$ cat src/inc/psx_pkg.sv
// constants and types shared by the sequence execution status block
package psx_pkg;

    // ========================================================
    // register map (byte addresses, one 16-bit word each)
    localparam logic [7:0] ADDR_CALL   = 8'h00;
    localparam logic [7:0] ADDR_CTRL   = 8'h04;
    localparam logic [7:0] ADDR_STAT_A = 8'h08;
    localparam logic [7:0] ADDR_STAT_B = 8'h0C;
    localparam logic [7:0] ADDR_ERR    = 8'h10;

    // ========================================================
    // field positions
    localparam int CTRL_ABORT_LSB   = 0;   // bit0 port A, bit1 port B
    localparam int CTRL_RESTART_LSB = 2;   // bit2 port A, bit3 port B
    localparam int ST_BUSY          = 0;
    localparam int ST_STEP_ERR      = 1;
    localparam int ST_END           = 2;
    localparam int ST_ABORT         = 3;
    localparam int ST_STORED        = 4;
    localparam int ST_CASE_LSB      = 8;
    localparam int ST_STEP_LSB      = 12;
    localparam int ERR_CALL         = 0;
    localparam int CMD_PORT_LSB     = 12;

    // ========================================================
    // codes and reset values
    localparam logic [3:0]  PORT_A_CODE = 4'h1;
    localparam logic [3:0]  PORT_B_CODE = 4'h2;
    localparam logic [3:0]  BCD_MAX     = 4'h9;
    localparam logic [15:0] WORD_RST    = 16'h0000;
    localparam logic [3:0]  NIB_RST     = 4'h0;

    // ========================================================
    // types
    typedef enum logic [2:0] {
        ST_IDLE = 3'b001,
        ST_RUN  = 3'b010,
        ST_INIT = 3'b100
    } psx_state_t;

    // events reported by the sequence engine for one port
    typedef struct packed {
        logic       stepErr;
        logic       retryOk;
        logic       stepValid;
        logic [3:0] stepNo;
        logic       caseValid;
        logic [3:0] caseNo;
        logic       done;
        logic       aborted;
        logic       rxValid;
    } psx_ev_t;

    // sequence start handed to the engine
    typedef struct packed {
        logic        start;
        logic        port;
        logic [11:0] seq;
    } psx_call_t;

endpackage

$ cat src/logic/psx_seq_exec.sv
// per-port sequence call, abort, restart and status logic
//
// Operation
// accepted call sets busy; failed call leaves clear
// busy clears on completion or abort
// refuse new call while one runs
// host calls only while busy is clear
// step error sets step-error flag
// only successful retry clears step-error flag; the code also clears it when a new call is accepted
// step-error stays set across later good steps
// normal end sets end flag
// abort processing sets abort flag
// abort request aborts running sequence
// restart initialises buffers and status words
// restart waits until running sequence finishes
// restart bit clears itself when done
// record reception case number per port
// record last executed step number per port
// stored flag set on case/step write
// host sends zero when no send data
// no receive data leaves destination untouched
// call word: port top digit, BCD sequence
// refused call raises error indication
// host holds abort at least 15 ms
// reset clears all flags, bits, fields
//
// Implementation choices: the placing of the registers and strobed register access.
`timescale 1ns/1ns
`default_nettype none

module psx_seq_exec (
    // clock and reset
    input  wire logic                     clk_sys,
    input  wire logic                     nrst,
    // register port
    input  wire logic [7:0]               regAddr,
    input  wire logic [15:0]              regWdata,
    input  wire logic                     regWr,
    input  wire logic                     regRd,
    output logic      [15:0]              regRdata,
    // sequence engine side
    output psx_pkg::psx_call_t            engCall,
    output logic      [1:0]               engAbort,
    output logic      [1:0]               engInit,
    output logic      [1:0]               rxStoreEn,
    input  wire psx_pkg::psx_ev_t [1:0]   engEv
);

    // ========================================================
    // helpers

    // a digit is valid decimal when not above nine
    function automatic logic isBcd(input logic [3:0] d);
        isBcd = (d <= psx_pkg::BCD_MAX);
    endfunction

    // status word layout for one port
    function automatic logic [15:0] statWord(
        input logic       busy,
        input logic       sErr,
        input logic       endF,
        input logic       abtF,
        input logic       stored,
        input logic [3:0] caseNo,
        input logic [3:0] stepNo
    );
        statWord = psx_pkg::WORD_RST;
        statWord[psx_pkg::ST_BUSY]               = busy;
        statWord[psx_pkg::ST_STEP_ERR]           = sErr;
        statWord[psx_pkg::ST_END]                = endF;
        statWord[psx_pkg::ST_ABORT]              = abtF;
        statWord[psx_pkg::ST_STORED]             = stored;
        statWord[psx_pkg::ST_CASE_LSB +: 4]      = caseNo;
        statWord[psx_pkg::ST_STEP_LSB +: 4]      = stepNo;
    endfunction

    // ========================================================
    // bus decode
    wire logic wrCall = regWr && (regAddr == psx_pkg::ADDR_CALL);
    wire logic wrCtrl = regWr && (regAddr == psx_pkg::ADDR_CTRL);
    wire logic wrErr  = regWr && (regAddr == psx_pkg::ADDR_ERR);

    // ========================================================
    // call word decode
    wire logic [3:0] cmdPort = regWdata[psx_pkg::CMD_PORT_LSB +: 4];
    wire logic       seqBcd  = isBcd(regWdata[3:0]) && isBcd(regWdata[7:4])
                               && isBcd(regWdata[11:8]);
    wire logic       portOk  = (cmdPort == psx_pkg::PORT_A_CODE)
                               || (cmdPort == psx_pkg::PORT_B_CODE);
    wire logic       portSel = (cmdPort == psx_pkg::PORT_B_CODE);

    // per-port state seen by the shared call gate
    psx_pkg::psx_state_t state [1:0];
    logic [1:0]          abortBit;
    logic [1:0]          restartBit;

    // only one call at a time across both ports; abort and restart
    // windows also block, since the engine is still tidying up
    wire logic anyBusy  = (state[0] != psx_pkg::ST_IDLE)
                          || (state[1] != psx_pkg::ST_IDLE)
                          || (abortBit != 2'b00)
                          || (restartBit != 2'b00);
    wire logic callOk   = wrCall && portOk && seqBcd && !anyBusy;
    wire logic callFail = wrCall && !callOk;

    // ========================================================
    // abort bits: owned by software, held for the engine
    always_ff @(posedge clk_sys) begin
        if (!nrst) begin
            abortBit <= 2'b00;
        end else if (wrCtrl) begin
            abortBit <= regWdata[psx_pkg::CTRL_ABORT_LSB +: 2];
        end
    end

    // ========================================================
    // call error indication, sticky, write one to clear
    logic callErr;
    wire logic next_callErr = callFail
                              || (callErr && !(wrErr && regWdata[psx_pkg::ERR_CALL]));

    always_ff @(posedge clk_sys) begin
        if (!nrst) begin
            callErr <= 1'b0;
        end else begin
            callErr <= next_callErr;
        end
    end

    // ========================================================
    // start strobe to the engine, one cycle
    always_ff @(posedge clk_sys) begin
        if (!nrst) begin
            engCall <= '0;
        end else begin
            engCall.start <= callOk;
            engCall.port  <= portSel;
            engCall.seq   <= regWdata[11:0];
        end
    end

    // ========================================================
    // per-port flags and sequencing
    logic [15:0] stat [1:0];

    for (genvar p = 0; p < 2; p++) begin : gPort
        logic       sErr;
        logic       endF;
        logic       abtF;
        logic       stored;
        logic [3:0] caseNo;
        logic [3:0] stepNo;

        wire logic running = (state[p] == psx_pkg::ST_RUN);
        wire logic initing = (state[p] == psx_pkg::ST_INIT);
        wire logic startP  = callOk && (portSel == 1'(p));
        wire logic evDone  = running && engEv[p].done;
        wire logic evAbt   = engEv[p].aborted && (running || abortBit[p]);
        // the host abort drops busy at once; the engine still
        // finishes its own abort processing behind it
        wire logic finish  = running && (evDone || evAbt || abortBit[p]);
        wire logic rstWr   = wrCtrl && regWdata[psx_pkg::CTRL_RESTART_LSB + p];
        wire logic caseWr  = running && engEv[p].caseValid;
        wire logic stepWr  = running && engEv[p].stepValid;

        // next state: restart is held off while a sequence runs
        psx_pkg::psx_state_t next_state;
        assign next_state = startP                       ? psx_pkg::ST_RUN
                          : finish                       ? psx_pkg::ST_IDLE
                          : (!running && !initing && restartBit[p])
                                                         ? psx_pkg::ST_INIT
                          : initing                      ? psx_pkg::ST_IDLE
                          : state[p];

        always_ff @(posedge clk_sys) begin
            if (!nrst) begin
                state[p] <= psx_pkg::ST_IDLE;
            end else begin
                state[p] <= next_state;
            end
        end

        // restart bit: software sets, hardware clears after init;
        // a fresh write in the init cycle wins over the clear
        always_ff @(posedge clk_sys) begin
            if (!nrst) begin
                restartBit[p] <= 1'b0;
            end else if (rstWr) begin
                restartBit[p] <= 1'b1;
            end else if (initing) begin
                restartBit[p] <= 1'b0;
            end
        end

        // step error: set wins over retry clear, no other clear
        // while running, so later good steps leave it set
        always_ff @(posedge clk_sys) begin
            if (!nrst || initing || startP) begin
                sErr <= 1'b0;
            end else if (running && engEv[p].stepErr) begin
                sErr <= 1'b1;
            end else if (running && engEv[p].retryOk) begin
                sErr <= 1'b0;
            end
        end

        // end and abort flags are fresh for each call
        always_ff @(posedge clk_sys) begin
            if (!nrst || initing || startP) begin
                endF <= 1'b0;
                abtF <= 1'b0;
            end else begin
                if (evDone) begin
                    endF <= 1'b1;
                end
                if (evAbt) begin
                    abtF <= 1'b1;
                end
            end
        end

        // recorded case and step numbers with stored indication
        always_ff @(posedge clk_sys) begin
            if (!nrst || initing) begin
                caseNo <= psx_pkg::NIB_RST;
                stepNo <= psx_pkg::NIB_RST;
                stored <= 1'b0;
            end else begin
                if (caseWr) begin
                    caseNo <= engEv[p].caseNo;
                end
                if (stepWr) begin
                    stepNo <= engEv[p].stepNo;
                end
                if (caseWr || stepWr) begin
                    stored <= 1'b1;
                end
            end
        end

        // engine controls; receive words pass only for a live
        // sequence that delivers data, else the target is left alone
        assign engAbort[p]  = abortBit[p];
        assign engInit[p]   = initing;
        assign rxStoreEn[p] = running && engEv[p].rxValid;

        assign stat[p] = statWord(running, sErr, endF, abtF,
                                  stored, caseNo, stepNo);
    end

    // ========================================================
    // read mux, answered in the next cycle; unmapped reads zero
    logic [15:0] ctrlWord;
    always_comb begin
        ctrlWord = psx_pkg::WORD_RST;
        ctrlWord[psx_pkg::CTRL_ABORT_LSB +: 2]   = abortBit;
        ctrlWord[psx_pkg::CTRL_RESTART_LSB +: 2] = restartBit;
    end

    logic [15:0] rdMux;
    always_comb begin
        case (regAddr)
            psx_pkg::ADDR_CTRL:   rdMux = ctrlWord;
            psx_pkg::ADDR_STAT_A: rdMux = stat[0];
            psx_pkg::ADDR_STAT_B: rdMux = stat[1];
            psx_pkg::ADDR_ERR:    rdMux = {15'h0000, callErr};
            default:              rdMux = psx_pkg::WORD_RST;
        endcase
    end

    always_ff @(posedge clk_sys) begin
        if (!nrst) begin
            regRdata <= psx_pkg::WORD_RST;
        end else begin
            regRdata <= regRd ? rdMux : psx_pkg::WORD_RST;
        end
    end

endmodule

`default_nettype wire

$ cat config.mk
export PLATFORM = sky130hd
export DESIGN_NAME = psx_seq_exec
export DESIGN_NICKNAME = d
export VERILOG_FILES = /design/src/inc/psx_pkg.sv /design/src/logic/psx_seq_exec.sv
export SDC_FILE = /design/constraint.sdc
export NUM_CORES = 1
export LEC_CHECK = 0
export BUFFER_PORTS_ARGS = -buffer_cell sky130_fd_sc_hd__buf_2
export CORE_MARGIN = 2
export CORE_UTILIZATION = 49
export DETAILED_ROUTE_END_ITERATION = 16
export HOLD_SLACK_MARGIN = 0.03
export PLACE_DENSITY_LB_ADDON = 0.25
export REMOVE_ABC_BUFFERS = 1
export SLEW_MARGIN = 40
export SYNTH_ARGS = -nofsm -noshare
export SYNTH_HDL_FRONTEND = slang
export SYNTH_SLANG_ARGS = --single-unit
$ cat constraint.sdc
create_clock -name clk_sys -period 2.23 [get_ports clk_sys]
set_input_delay 0.223 -clock clk_sys [delete_from_list [all_inputs] [get_ports clk_sys]]
set_output_delay 0.223 -clock clk_sys [all_outputs]
set_load 0.005 [all_outputs]
======== Word-level counts from Yosys, hierarchy flattened ========
Memory sizes are Yosys's and may differ from the RTL's.
Index checks and enable logic that the tools add are counted.
Widths: inputs -> output; s select.
cells by class
  $mul .................................... 0
  reductions and logical operators ........ 68
  bitwise gates (word level) .............. 3
  magnitude comparators ................... 3
  multiplexer cells ....................... 21
  divide/modulo/power cells ............... 0
  add/sub/neg operators ................... 0
  shift-type cells ........................ 0
  equality and inequality tests ........... 12
operators by type and width
  operator            count
  $pmux 16 s4         1
  $logic_and 1x1->1   35
  $mux 3              10
  $logic_or 1x1->1    17
  $eq 8x4->1 const B  2
  $le 4x4->1 const B  3
  $reduce_bool 2->1   6
  $mux 1              10
  $eq 8x3->1 const B  1
  $eq 8x5->1 const B  1
  $logic_not 1->1     8
  $logic_not 8->1     1
  $eq 3x2->1 const B  2
  $eq 3x3->1 const B  2
  $ne 3x1->1 const B  2
  $eq 4x1->1 const B  1
  $eq 4x2->1 const B  1
  $or 1x1->1          2
  $reduce_and 2->1    1
  $not 1->1           1
word-level totals
  memory bits (read-only) ................. 0
  latch bits .............................. 0
  output and inout bits ................... 36
  RAM bits ................................ 6
  memories kept ........................... 1
  bits in registers ....................... 59
  word-level logic and storage cells ...... 128
memories
  name   words  bits a word  rd ports  clocked after memory_dff  wr ports  line                text
  state  2      3            2         0                         2         psx_seq_exec.sv:93  psx_pkg::psx_state_t state [1:0];

======== Longest topological paths before layout ========
An unclocked memory read counts as a cell.
  depth after elaboration ................. 10
  gate-level depth with buffers ........... 6
  depth with buffers taken out ............ 4

======== Least setup slack after synthesis ========
Ideal clock, no wire load.
  path kind ............................... in2reg
  from .................................... input regAddr[4]
  to ...................................... memory state[1][0] in the netlist's numbering
  arrival time ............................ 1.444 ns
  stages on the path ...................... 5
  required time ........................... 2.101 ns
  slack ................................... 0.657 ns
  cell sequence ........................... or4_4 buf_6 nor3b_4 and4bb_1 o21ai_1
RTL lines
  element      line                text
  from (decl)  psx_seq_exec.sv:36  input wire logic [7:0] regAddr,
  to (decl)    psx_seq_exec.sv:93

==> metrics.yaml <==
synth:
  syn-mean-instance-area_um2: 9.58
  synth_area_leader_cell: "dfxtp_1"
  synth-edff-count: 0
  async_flop_share: 0
  yosysMostFrequentCell: "dfxtp_1"
  synth_top_area_share: 0.483
  ys_top_cells_by_count: "62 x dfxtp_1, 39 x nor2_1, 19 x and2_1, 19 x mux2i_1, 16 x a22oi_1"
  syn_area_um2: 2570
  synth_cell_type_count: 46
  synthTopCellsByArea: "dfxtp_1 48%, mux2i_1 7.4%, nor2_1 5.7%, a22oi_1 4.7%, and2_1 4.6%"
  ys_ff_latch: 62
  synthFlopType: "dfxtp_1"
  netlist_instances: 268
  ys_seq_area_frac: 0.483
  ys_warn_count: 0
final_layout:
  fin_nets: 410
  fin_cells: 427
  drive_above_1_share: 0.342
  diodes: 0
  final_core_util: 0.635
  area_growth_pct: 25.4
job:
  cap_viol_max_count: 0
power_and_ir_drop:
  swShare: 0.216
  p_clk_frac: 0.441
  p_leak_nw: 1.36
  pwr_density_cell_nw_per_um2: 697
  p_sw_mw: 0.485
  p_seq_frac: 0.500
  p_int_mw: 1.76
  peakVddDrop_uv: 374
  pwr-share-comb: 0.059
floorplanning:
  core_area_um2: 5070
  dieArea_um2: 5840
  initial_core_util: 0.506
  die_h_um: 76.4
  die_w_um: 76.4
  ios: 94
  rows: 26
global_route:
  grt_start_max_net_pins: 25
  gr-usage-all-layers: 0.209
  first_global_vias: 2057
  antenna_found_initial: 0
  grt-ovfl-total: 0
  grt_pass1_wl_um: 9780
timing:
  fmax_ghz: 0.518
  min_period_over_period: 0.866
  min_period_ns: 1.93
  finalSetupViolCount: 0
  finalSetupTns_ns: 0
  tightest_slew_ns: 0.521
  hold_ws_ns: 0.0969
  rsz0062_at_grt: "no"
  layout_setup_ws_ns: 0.298
  hold_violations: 0
  drv_slew: 0
  finClkSkew_ns: 0.00695
  relSlewSlack: 0.652
routing:
  drc: 0
  via_per_inst: 5.15
  antenna_left: 0
  drtIter0Drc: 155
  routedWlPerCell_um: 13.8
  drt-pass1-iter-count: 4
  vias: 2197
  drt_wl_total_um: 5890
outcome:
  outcome: "finished clean"
clocking:
  cts.sinks: 62
  htree_levels: 3
  hold_buffers: 0
  numCtsBuffers: 9
  cts-root-buf: "clkbuf_8"
  cts_resized: 0
  clock_latency_ns: 0.32
  cts_tree: "yes"
  clock_path_buffers: 2
  clkTransAtPathRegs_ns: 0.06
  post_cts_buffers: 0
placement:
  io_buffers: 90
  post-place-ws_ns: 0.387
  dp_hpwl_um: 4290
  dp_cells: 411
  routabilityCongestion: 0.868
worst_hold_path:
  hold_depth: 2
  hold_class: "in2reg"
worst_setup_path:
  worstPathMaxFanout: 9
  setup.worst_path.end_class: "output port"
  r2r_cells: 4
  arrival_ns: 1.71
  reg2reg_slack_ns: 0.51
  cp-start-kind: "register"
  worst-setup-path-type: "reg2out"
  cp.required_ns: 2.01
==> flip-flops by register name, summed over array words and instances, names as in the netlist, 6 cells and up <==
signal        cells
engCall          14
gPort.stepNo      8
gPort.caseNo      8
regRdata         13
state             6
==> logic make-up (layout without fill, tap and decap cells) <==
family                    after synthesis  count (layout)  synth area share
other                                   1               3           0.00146
xor gates and xnor gates                2               2           0.00682
buffers and inverters                  28             115            0.0546
AOI/OAI and AO/OA                      45              45             0.116
DFF                                    62              62             0.483
muxes                                  23              23            0.0916
and+or+nand+nor                       107             107             0.246
==> metrics by stage <==
| stage | power, mW | cell area, um2 |
|---|---|---|
| 2_1_floorplan | 1.19 | 2460 |
| 3_3_place_gp | 1.28 | 3020 |
| 3_5_place_dp | 1.28 | 3020 |
| 4_1_cts | 2.26 | 3220 |
| 5_1_grt | 2.32 | 3220 |
| 6_report | 2.24 | 3220 |
==> placed cells by master (no fill, tap or decap), drive strengths merged, types with 5 or more instances in the layout <==
master / Yosys / routed
clkbuf: 13 / 13
mux2i: 19 / 19
buf: 9 / 93
nor3: 10 / 10
nand3b: 5 / 5
nand2: 10 / 10
nor2: 39 / 39
a21oi: 8 / 8
inv: 6 / 6
dfxtp: 62 / 62
o21ai: 10 / 10
nor3b: 5 / 5
and2: 19 / 19
a22oi: 16 / 16
==> critical path, cell delays in order, from the launching register on <==
cell and delay (ns):
dfxtp_1 0.41, nor3b_1 0.48, buf_4 0.26, and2_1 0.13
buf_2 0.10
==> layout make-up <==
| class | instances | area [um2] |
|---|---|---|
| Fill cell | 466 | 1850 |
| Sequential cell | 62 | 1240 |
| Multi-Input combinational cell | 180 | 1190 |
| Timing Repair Buffer | 93 | 473 |
| Clock buffer | 13 | 159 |
| Tap cell | 70 | 87.6 |
| Clock inverter | 3 | 42.5 |
| Inverter | 6 | 22.5 |
==> metal layers <==
layer | GRT usage | routed length, um | vias up
met5 | 0 | 0 | -
met4 | 0.0618 | 42 | 0
met3 | 0.0545 | 317 | 4
met2 | 0.326 | 2750 | 70
met1 | 0.285 | 2780 | 1030
li1 | - | - | 1093
==> power by group through the flow <==
stage | Clock, mW | Combinational, mW | Sequential (mW)
global placement | 0 | 0.131 | 1.15
CTS | 1.00 | 0.133 | 1.12
finish | 0.991 | 0.132 | 1.12
detailed placement | 0 | 0.132 | 1.15
floorplan | 0 | 0.0428 | 1.15
global route | 1.05 | 0.146 | 1.12
==> worst paths after layout <==
kind                                       from              end
worst max-delay path                state[0][1]     rxStoreEn[0]
worst min-delay path                regWdata[4]       engCall[4]
worst max register to register      state[1][0]      state[1][0]
worst min register to register  gPort[0].stored  gPort[0].stored
No activity file was read; power rests on OpenSTA's default activity.
